===== src/verilog/ssr_pkg.sv =====
//==============================================================
// Status reporting register set: shared constants and types
//==============================================================
package ssr_pkg;

    //==========================================================
    // Widths
    //==========================================================
    localparam int unsigned REG_W = 16;
    localparam int unsigned STB_W = 8;

    //==========================================================
    // Operation bit positions
    //==========================================================
    localparam int unsigned OP_SETTLING_BIT  = 1;
    localparam int unsigned OP_TRIG_WAIT_BIT = 5;
    localparam int unsigned OP_TRAN_PRIM_BIT = 6;
    localparam int unsigned OP_CONST_V_BIT   = 8;
    localparam int unsigned OP_TRAN_DONE_BIT = 9;
    localparam int unsigned OP_CONST_I_BIT   = 10;
    localparam int unsigned OP_SAMPLE_BIT    = 11;
    localparam int unsigned OP_LIST_DONE_BIT = 12;
    localparam int unsigned OP_LIST_ACT_BIT  = 14;

    //==========================================================
    // Questionable bit positions
    //==========================================================
    localparam int unsigned QS_VMODE_BIT   = 0;
    localparam int unsigned QS_IMODE_BIT   = 1;
    localparam int unsigned QS_THERMAL_BIT = 3;
    localparam int unsigned QS_FOLLOW_BIT  = 6;
    localparam int unsigned QS_VFAULT_BIT  = 12;
    localparam int unsigned QS_IFAULT_BIT  = 13;
    localparam int unsigned QS_ABSORB_BIT  = 14;

    //==========================================================
    // Masks and reset / preset values
    //==========================================================
    localparam logic [REG_W-1:0] OPER_USED_MASK  = 16'h5f62;
    localparam logic [REG_W-1:0] QUES_USED_MASK  = 16'h704b;
    localparam logic [REG_W-1:0] QUES_LATCH_MASK = 16'h3000;
    localparam logic [REG_W-1:0] OPER_ENAB_RST   = 16'h0000;
    localparam logic [REG_W-1:0] QUES_ENAB_RST   = 16'h0000;
    localparam logic [REG_W-1:0] OPER_ENAB_PRES  = 16'h2001;
    localparam logic [REG_W-1:0] QUES_ENAB_PRES  = 16'h00ff;
    localparam logic [REG_W-1:0] REG_ZERO        = 16'h0000;

    //==========================================================
    // Status byte summary positions
    //==========================================================
    localparam int unsigned STB_OPER_BIT = 7;
    localparam int unsigned STB_QUES_BIT = 3;

    //==========================================================
    // Command port types
    //==========================================================
    typedef enum logic [1:0] {
        OP_READ,
        OP_WRITE,
        OP_PRESET,
        OP_NONE
    } ssr_op_t;

    typedef enum logic [2:0] {
        SEL_OPER_COND,
        SEL_OPER_ENAB,
        SEL_OPER_EVENT,
        SEL_QUES_EVENT,
        SEL_QUES_COND,
        SEL_QUES_ENAB,
        SEL_SPARE0,
        SEL_SPARE1
    } ssr_sel_t;

    typedef struct packed {
        logic              valid;
        ssr_op_t           op;
        ssr_sel_t          sel;
        logic [REG_W-1:0]  wdata;
    } ssr_cmd_t;

    // Operating condition flags
    typedef struct packed {
        logic const_voltage_flag;
        logic const_current_flag;
        logic list_done_flag;
        logic list_active_flag;
        logic sample_done_flag;
        logic transient_done_flag;
        logic transient_primed_flag;
        logic trigger_wait_flag;
        logic settling_flag;
    } ssr_oper_flags_t;

    // Questionable condition flags
    typedef struct packed {
        logic energy_absorb_flag;
        logic current_fault_flag;
        logic voltage_fault_flag;
        logic follower_fault_flag;
        logic thermal_fault_flag;
        logic current_mode_fault_flag;
        logic voltage_mode_fault_flag;
    } ssr_ques_flags_t;

endpackage : ssr_pkg


===== src/verilog/ssr_event_group.sv =====
`timescale 1ns/100ps
`default_nettype none
//==============================================================
// One status group: edge latch, clear on read, summary
//==============================================================
module ssr_event_group #(
    parameter int unsigned               WIDTH         = 16,
    parameter logic [WIDTH-1:0]          LATCH_MASK    = '1,
    parameter bit                        GATE_BY_MASK  = 1'b0
) (
    // Clock and reset
    input  wire logic                    clk_in,
    input  wire logic                    rst_n_in,
    // Live condition and mask
    input  wire logic [WIDTH-1:0]        cond_in,
    input  wire logic [WIDTH-1:0]        mask_in,
    // Clear strobe from a read
    input  wire logic                    clear_in,
    // Latched events and summary
    output logic      [WIDTH-1:0]        event_out,
    output logic                         summary_out
);

    logic [WIDTH-1:0] cond_prev;
    logic [WIDTH-1:0] rise;
    logic [WIDTH-1:0] set_bits;
    logic [WIDTH-1:0] next_event;

    // Previous condition for edge detect
    always_ff @(posedge clk_in)
    begin
        if (!rst_n_in)
            cond_prev <= '0;
        else
            cond_prev <= cond_in;
    end

    // Inactive to active transitions on latchable bits
    always_comb
    begin
        rise = cond_in & ~cond_prev;
        if (GATE_BY_MASK)
            set_bits = rise & LATCH_MASK & mask_in;
        else
            set_bits = rise & LATCH_MASK;
        next_event = (event_out & ~{WIDTH{clear_in}}) | set_bits;
    end

    // Latched event register, set wins over clear
    always_ff @(posedge clk_in)
    begin
        if (!rst_n_in)
            event_out <= '0;
        else
            event_out <= next_event;
    end

    // Summary follows event and mask directly
    assign summary_out = |(event_out & mask_in);

endmodule : ssr_event_group
`default_nettype wire


===== src/verilog/ssr_status_regs.sv =====
`timescale 1ns/100ps
`default_nettype none
// Behaviour
// - Operation live-state read returns current operating conditions, never latched.
// - Operation bits: constant voltage 8, constant current 10, list done 12, list active 14.
// - Sample done 11, transient done 9, primed 6, trigger wait 5, settling 1.
// - Writable operation mask; a one lets that event bit reach the summary.
// - Status byte bit 7 is OR of masked operation event bits.
// - Reading the operation mask returns the stored value unchanged.
// - Operation event register is read-only and holds events until read.
// - Reading the operation event register returns its value, then clears it.
// - Preset loads operation mask with 8193 and questionable mask with 255.
// - Questionable bits: absorb 14, current 13, voltage 12, follower 6, thermal 3, modes 1/0.
// - Only questionable bits 13 and 12 latch; bits 1 and 0 never latch.
// - Reading questionable events returns them and clears; software cannot write them.
// - Questionable live-state read shows active conditions as ones, unlatched.
// - Questionable bits 1 and 0 both set while the output is settling.
// - Status byte bit 3 is OR of masked questionable event bits.
// - Writable questionable mask gates which conditions latch into its event register.
module ssr_status_regs #(
    parameter int unsigned                       REG_W = ssr_pkg::REG_W
) (
    // Clock and reset
    input  wire logic                            CLK_IN,
    input  wire logic                            RST_N_IN,
    // Command port
    input  wire ssr_pkg::ssr_cmd_t               CMD_IN,
    // Live condition flags
    input  wire ssr_pkg::ssr_oper_flags_t        OPER_FLAGS_IN,
    input  wire ssr_pkg::ssr_ques_flags_t        QUES_FLAGS_IN,
    // Read answer
    output logic      [REG_W-1:0]                RD_DATA_OUT,
    output logic                                 RD_VALID_OUT,
    output logic                                 CMD_ERROR_OUT,
    // Status byte summaries
    output logic      [ssr_pkg::STB_W-1:0]       STATUS_BYTE_OUT,
    output logic                                 OPER_SUMMARY_OUT,
    output logic                                 QUES_SUMMARY_OUT
);

    //==========================================================
    // Declarations
    //==========================================================
    logic [REG_W-1:0] oper_cond;
    logic [REG_W-1:0] ques_cond;
    logic [REG_W-1:0] oper_enab;
    logic [REG_W-1:0] ques_enab;
    logic [REG_W-1:0] oper_event;
    logic [REG_W-1:0] ques_event;
    logic             oper_sum;
    logic             ques_sum;
    logic             cmd_read;
    logic             cmd_write;
    logic             cmd_preset;
    logic             clr_oper;
    logic             clr_ques;
    logic             wr_oper_enab;
    logic             wr_ques_enab;
    logic [REG_W-1:0] next_rd_data;
    logic             next_error;

    //==========================================================
    // Decode helpers
    //==========================================================
    // Register selects that software may write
    function automatic logic sel_writable(input ssr_pkg::ssr_sel_t sel);
        case (sel)
            ssr_pkg::SEL_OPER_ENAB: sel_writable = 1'b1;
            ssr_pkg::SEL_QUES_ENAB: sel_writable = 1'b1;
            default:                sel_writable = 1'b0;
        endcase
    endfunction : sel_writable

    // Register selects that map to a register
    function automatic logic sel_mapped(input ssr_pkg::ssr_sel_t sel);
        case (sel)
            ssr_pkg::SEL_OPER_COND:  sel_mapped = 1'b1;
            ssr_pkg::SEL_OPER_ENAB:  sel_mapped = 1'b1;
            ssr_pkg::SEL_OPER_EVENT: sel_mapped = 1'b1;
            ssr_pkg::SEL_QUES_EVENT: sel_mapped = 1'b1;
            ssr_pkg::SEL_QUES_COND:  sel_mapped = 1'b1;
            ssr_pkg::SEL_QUES_ENAB:  sel_mapped = 1'b1;
            default:                 sel_mapped = 1'b0;
        endcase
    endfunction : sel_mapped

    //==========================================================
    // Operation condition assembly
    //==========================================================
    // Live flags placed at their bit positions, unused bits zero
    always_comb
    begin
        oper_cond = ssr_pkg::REG_ZERO;
        oper_cond[ssr_pkg::OP_CONST_V_BIT]   = OPER_FLAGS_IN.const_voltage_flag;
        oper_cond[ssr_pkg::OP_CONST_I_BIT]   = OPER_FLAGS_IN.const_current_flag;
        oper_cond[ssr_pkg::OP_LIST_DONE_BIT] = OPER_FLAGS_IN.list_done_flag;
        oper_cond[ssr_pkg::OP_LIST_ACT_BIT]  = OPER_FLAGS_IN.list_active_flag;
        oper_cond[ssr_pkg::OP_SAMPLE_BIT]    = OPER_FLAGS_IN.sample_done_flag;
        oper_cond[ssr_pkg::OP_TRAN_DONE_BIT] = OPER_FLAGS_IN.transient_done_flag;
        oper_cond[ssr_pkg::OP_TRAN_PRIM_BIT] = OPER_FLAGS_IN.transient_primed_flag;
        oper_cond[ssr_pkg::OP_TRIG_WAIT_BIT] = OPER_FLAGS_IN.trigger_wait_flag;
        oper_cond[ssr_pkg::OP_SETTLING_BIT]  = OPER_FLAGS_IN.settling_flag;
    end

    //==========================================================
    // Questionable condition assembly
    //==========================================================
    // Mode error bits also raised together while settling
    always_comb
    begin
        ques_cond = ssr_pkg::REG_ZERO;
        ques_cond[ssr_pkg::QS_ABSORB_BIT]  = QUES_FLAGS_IN.energy_absorb_flag;
        ques_cond[ssr_pkg::QS_IFAULT_BIT]  = QUES_FLAGS_IN.current_fault_flag;
        ques_cond[ssr_pkg::QS_VFAULT_BIT]  = QUES_FLAGS_IN.voltage_fault_flag;
        ques_cond[ssr_pkg::QS_FOLLOW_BIT]  = QUES_FLAGS_IN.follower_fault_flag;
        ques_cond[ssr_pkg::QS_THERMAL_BIT] = QUES_FLAGS_IN.thermal_fault_flag;
        ques_cond[ssr_pkg::QS_IMODE_BIT]   = QUES_FLAGS_IN.current_mode_fault_flag
                                           | OPER_FLAGS_IN.settling_flag;
        ques_cond[ssr_pkg::QS_VMODE_BIT]   = QUES_FLAGS_IN.voltage_mode_fault_flag
                                           | OPER_FLAGS_IN.settling_flag;
    end

    //==========================================================
    // Command decode
    //==========================================================
    // One command per cycle when valid
    always_comb
    begin
        cmd_read   = CMD_IN.valid && (CMD_IN.op == ssr_pkg::OP_READ);
        cmd_write  = CMD_IN.valid && (CMD_IN.op == ssr_pkg::OP_WRITE);
        cmd_preset = CMD_IN.valid && (CMD_IN.op == ssr_pkg::OP_PRESET);
        clr_oper   = cmd_read && (CMD_IN.sel == ssr_pkg::SEL_OPER_EVENT);
        clr_ques   = cmd_read && (CMD_IN.sel == ssr_pkg::SEL_QUES_EVENT);
        wr_oper_enab = cmd_write && (CMD_IN.sel == ssr_pkg::SEL_OPER_ENAB);
        wr_ques_enab = cmd_write && (CMD_IN.sel == ssr_pkg::SEL_QUES_ENAB);
    end

    //==========================================================
    // Enable masks
    //==========================================================
    // Operation mask: write or preset, all written bits stored, unused ones included
    always_ff @(posedge CLK_IN)
    begin
        if (!RST_N_IN)
            oper_enab <= ssr_pkg::OPER_ENAB_RST;
        else if (cmd_preset)
            oper_enab <= ssr_pkg::OPER_ENAB_PRES;
        else if (wr_oper_enab)
            oper_enab <= CMD_IN.wdata;
    end

    // Questionable mask: write or preset
    always_ff @(posedge CLK_IN)
    begin
        if (!RST_N_IN)
            ques_enab <= ssr_pkg::QUES_ENAB_RST;
        else if (cmd_preset)
            ques_enab <= ssr_pkg::QUES_ENAB_PRES;
        else if (wr_ques_enab)
            ques_enab <= CMD_IN.wdata;
    end

    //==========================================================
    // Event groups
    //==========================================================
    // Operation group latches every used bit
    ssr_event_group #(
        .WIDTH        (REG_W),
        .LATCH_MASK   (ssr_pkg::OPER_USED_MASK),
        .GATE_BY_MASK (1'b0)
    ) u_oper_group (
        .clk_in      (CLK_IN),
        .rst_n_in    (RST_N_IN),
        .cond_in     (oper_cond),
        .mask_in     (oper_enab),
        .clear_in    (clr_oper),
        .event_out   (oper_event),
        .summary_out (oper_sum)
    );

    // Questionable group latches only the current and voltage fault bits 13 and 12, gated by its mask
    ssr_event_group #(
        .WIDTH        (REG_W),
        .LATCH_MASK   (ssr_pkg::QUES_LATCH_MASK),
        .GATE_BY_MASK (1'b1)
    ) u_ques_group (
        .clk_in      (CLK_IN),
        .rst_n_in    (RST_N_IN),
        .cond_in     (ques_cond),
        .mask_in     (ques_enab),
        .clear_in    (clr_ques),
        .event_out   (ques_event),
        .summary_out (ques_sum)
    );

    //==========================================================
    // Read multiplexer
    //==========================================================
    // Value captured before any clear at the same edge
    always_comb
    begin
        next_rd_data = ssr_pkg::REG_ZERO;
        case (CMD_IN.sel)
            ssr_pkg::SEL_OPER_COND:  next_rd_data = oper_cond;
            ssr_pkg::SEL_OPER_ENAB:  next_rd_data = oper_enab;
            ssr_pkg::SEL_OPER_EVENT: next_rd_data = oper_event;
            ssr_pkg::SEL_QUES_EVENT: next_rd_data = ques_event;
            ssr_pkg::SEL_QUES_COND:  next_rd_data = ques_cond;
            ssr_pkg::SEL_QUES_ENAB:  next_rd_data = ques_enab;
            default:                 next_rd_data = ssr_pkg::REG_ZERO;
        endcase
    end

    // Errors: unmapped select, write to a read-only register, or a valid OP_NONE command
    always_comb
    begin
        next_error = 1'b0;
        if (cmd_read && !sel_mapped(CMD_IN.sel))
            next_error = 1'b1;
        if (cmd_write && !sel_writable(CMD_IN.sel))
            next_error = 1'b1;
        if (CMD_IN.valid && (CMD_IN.op == ssr_pkg::OP_NONE))
            next_error = 1'b1;
    end

    // Registered read data
    always_ff @(posedge CLK_IN)
    begin
        if (!RST_N_IN)
            RD_DATA_OUT <= ssr_pkg::REG_ZERO;
        else if (cmd_read)
            RD_DATA_OUT <= next_rd_data;
    end

    // Read answer strobe, one cycle after the command
    always_ff @(posedge CLK_IN)
    begin
        if (!RST_N_IN)
            RD_VALID_OUT <= 1'b0;
        else
            RD_VALID_OUT <= cmd_read;
    end

    // Error strobe, one cycle after the command
    always_ff @(posedge CLK_IN)
    begin
        if (!RST_N_IN)
            CMD_ERROR_OUT <= 1'b0;
        else
            CMD_ERROR_OUT <= next_error;
    end

    //==========================================================
    // Status byte
    //==========================================================
    // Summaries follow events and masks in the same cycle
    always_comb
    begin
        STATUS_BYTE_OUT = '0;
        STATUS_BYTE_OUT[ssr_pkg::STB_OPER_BIT] = oper_sum;
        STATUS_BYTE_OUT[ssr_pkg::STB_QUES_BIT] = ques_sum;
    end

    assign OPER_SUMMARY_OUT = oper_sum;
    assign QUES_SUMMARY_OUT = ques_sum;

endmodule : ssr_status_regs
`default_nettype wire


===== config.mk =====
export PLATFORM = sky130hd
export DESIGN_NAME = ssr_status_regs
export DESIGN_NICKNAME = d
export VERILOG_FILES = /design/src/verilog/ssr_pkg.sv /design/src/verilog/ssr_event_group.sv /design/src/verilog/ssr_status_regs.sv
export SDC_FILE = /design/constraint.sdc
export NUM_CORES = 1
export LEC_CHECK = 0
export BUFFER_PORTS_ARGS = -buffer_cell sky130_fd_sc_hd__buf_2
export CORE_MARGIN = 2
export CORE_UTILIZATION = 31
export CTS_CLUSTER_DIAMETER = 30
export DETAILED_ROUTE_END_ITERATION = 16
export PLACE_DENSITY = 0.6
export SYNTH_ARGS = -nofsm -noshare
export SYNTH_HDL_FRONTEND = slang
export SYNTH_SLANG_ARGS = --single-unit

===== constraint.sdc =====
create_clock -name CLK_IN -period 3.37 [get_ports CLK_IN]
set_input_delay 0.5055 -clock CLK_IN [delete_from_list [all_inputs] [get_ports CLK_IN]]
set_output_delay 0.5055 -clock CLK_IN [all_outputs]
set_load 0.1 [all_outputs]

==> results.yml <==
run_status:
  status: "completed"
drt:
  drc: 0
  drt_iter0_drc: 294
  wl_per_cell_um: 17.1
  drtAntennaViolNets: 0
  vias: 3247
  drtPass1Iterations: 5
  routed_wl_um: 10900
  viasPerCell: 5.10
critical_path:
  slowest_delay_ns: 0.36
  worst-path-buf-inv: 1
  cp-end-kind: "primary output"
  cp_cell_sequence: "a22o_1 > a221oi_1 > nand4_1 > buf_2"
  crit_cells: 4
  worstSetupPathType: "flip-flop to primary output"
  crit_family: "compound AO/OA/AOI/OAI gates"
  r2r_cells: 3
  required_ns: 2.86
  worstSetupStartpointType: "flip-flop"
  slowest_stage: "dfxtp_1"
  arrival_ns: 1.83
  cp_max_fo: 3
timing:
  worstMarginPinSlew_ns: 0.724
  tns_ns: 0
  fin_skew_ns: 0.00482
  min_period_ns: 2.33
  grt_setup_unrepaired: "false"
  slew_headroom_pct: 51.6
  finalCritPeriodShare_pct: 69.2
  setup_violations: 0
  hold_slack_ns: 0.380
  fmax_mhz: 429
  timing.final.max_slew_violations: 0
  hold_viol: 0
synth:
  yosys_register_bits: 93
  synthMuxAreaShare_pct: 11.9
  synth_warnings: 0
  yosys.area_share.xor_xnor_pct: 0
  synth-simple-area-share_pct: 16.7
  synth_top_family_by_area: "simple AND/OR/NAND/NOR gates"
  yosysTopAreaCell: "dfxtp_1"
  syn_area_sq_um: 3860
  synth.yosys.seq_area_share_pct: 48.2
  synth_top_cells_by_area: "dfxtp_1 48%, mux2i_1 9.6%, nand2_1 6.7%"
  synth-edff-count: 0
  synthDominantCellAreaShare_pct: 48.2
  yosysMostFrequentCell: "dfxtp_1"
  post_synth_num_cell_types: 40
  synthAdderAreaFrac_pct: 0
  syn_inst: 413
  yosys-top-cells-count: "93 x dfxtp_1, 69 x nand2_1, 37 x mux2i_1, 24 x nor2_1, 22 x o21ai_0"
  syn_area_per_cell_sq_um: 9.35
  synth-compound-area-share_pct: 16.1
  synthArstFlopShare_pct: 0
  synthFlopType: "dfxtp_1"
floorplanning:
  initial_utilization_pct: 32.0
  die-area_sq_um: 13400
  die_y_um: 116
  fp.dieW_um: 116
  num_io_pins: 68
  fp.coreArea_sq_um: 12100
  rows: 40
global_route:
  antenna_found_initial: 0
  grt.total_usage_pct: 16.9
  grt_overflow: 0
  grt_pass1_vias: 3200
  grt_pass1_wl_um: 17300
  grt_max_degree: 23
clock_tree:
  clock_path_buffers: 2
  cts_resized: 0
  clock_latency_ns: 0.33
  clock-root-buffer: "clkbuf_16"
  hold_buffers: 0
  post_cts_buffers: 0
  cts_buffers: 9
  h-tree-depth: 3
  cts_tree: "yes"
  cts_sinks: 93
  clkTransAtPathRegs_ns: 0.06
power_and_ir_drop:
  ir_drop_mv: 0.196
  power.density_nw_per_um2: 528
  leakage_nw: 2.06
  power_w: 0.00239
finish:
  drive_above_1_share_pct: 20.0
  multi_input_area_sq_um: 1750
  regArea_sq_um: 1860
  fin_util_pct: 37.6
  final_cells: 637
  syn_to_final_growth_pct: 17.3
  final_nets: 504
  diodes: 0
  fillers: 1228
placement:
  io_buffers: 61
  dp.cells: 621
  hpwlAfterDp_um: 8040
  gp_congestion: 0.873
run:
  max-cap-violations: 0
hold_path:
  hp-class: "input port to flip-flop"
  min_delay_path_depth: 3
cell usage in the layout (no fill, tap or decap), drive strengths merged, types with 2 or more instances in the layout:
master / instances
dfxtp: 93
nand2: 69
buf: 68
mux2i: 37
nor2: 26
o21ai: 22
a21oi: 19
and3: 14
inv: 13
a22o: 12
a221oi: 11
clkbuf: 11
a31oi: 9
and2: 9
a221o: 7
conb: 6
mux2: 4
o22ai: 4
nand3: 4
nand4: 3
nor2b: 3
o211ai: 3
clkinv: 3
and2b: 2
mux4: 2
o32ai: 2
nor3: 2
worst reg2reg max path: stages, from the launching register on:
cell	delay [ns]
dfxtp_1	0.34
mux2_2	0.28
a221oi_1	0.33
o32ai_1	0.12
cell families after synthesis:
family | Yosys count
muxes | 43
DFF | 93
and+or+nand+nor | 138
AOI/OAI and AO/OA | 92
other | 1
buffers and inverters | 46
per-stage QoR:
step	area, sq um	setup WS, ns
after floorplan	3880	0.581
after global placement	4230	1.03
after detailed placement	4230	0.965
after CTS	4530	1.04
after global routing	4530	0.980
final	4530	1.04
where the power goes:
part | internal [W] | total [W] | switching [W] | leakage, nW
Sequential | 0.00113 | 0.00116 | 0.0000258 | 0.757
Combinational | 0.0000612 | 0.000220 | 0.000159 | 1.15
Clock | 0.000597 | 0.00102 | 0.000419 | 0.146
path summary, 6_finish.rpt:
check                                                           start                                    end  slack, ns
worst min-delay path                                 OPER_FLAGS_IN[1]   u_oper_group.cond_prev[5]$_SDFF_PN0_       0.38
worst max register to register              oper_enab[1]$_SDFFE_PP0P_            RD_DATA_OUT[1]$_SDFFE_PN0P_       2.16
worst max-delay path                        ques_enab[6]$_SDFFE_PN0P_                     STATUS_BYTE_OUT[3]       1.04
worst min register to register  u_oper_group.cond_prev[11]$_SDFF_PN0_  u_oper_group.event_out[11]$_SDFF_PN0_       0.42
final cells by class:
cell class / instances / share of cell area [%]
sequential: 93 / 41.1
multi-input combinational: 279 / 38.6
timing repair buffer: 68 / 7.90
clock buffer: 11 / 5.36
tap: 168 / 4.64
clock inverter: 5 / 1.33
inverter: 13 / 1.08
sequential cells by signal (all words and copies together) (netlist names):
signal                  count
u_oper_group.event_out     16
u_ques_group.cond_prev      2
CMD_ERROR_OUT               1
RD_VALID_OUT                1
ques_enab                  16
u_oper_group.cond_prev      9
oper_enab                  16
u_ques_group.event_out     16
RD_DATA_OUT                16
layer usage:
metal | global-route usage [%] | vias to the layer above | wire [um] | part of all wire [%]
met2 | 24.0 | 146 | 4610 | 42
met1 | 25.7 | 1531 | 5300 | 49
li1 | - | 1558 | - | -
met4 | 3.94 | 0 | 113 | 1.0
met3 | 3.87 | 12 | 884 | 8.1
met5 | 0 | - | 0 | 0
Note: power is estimated with default switching activity, not from simulation.
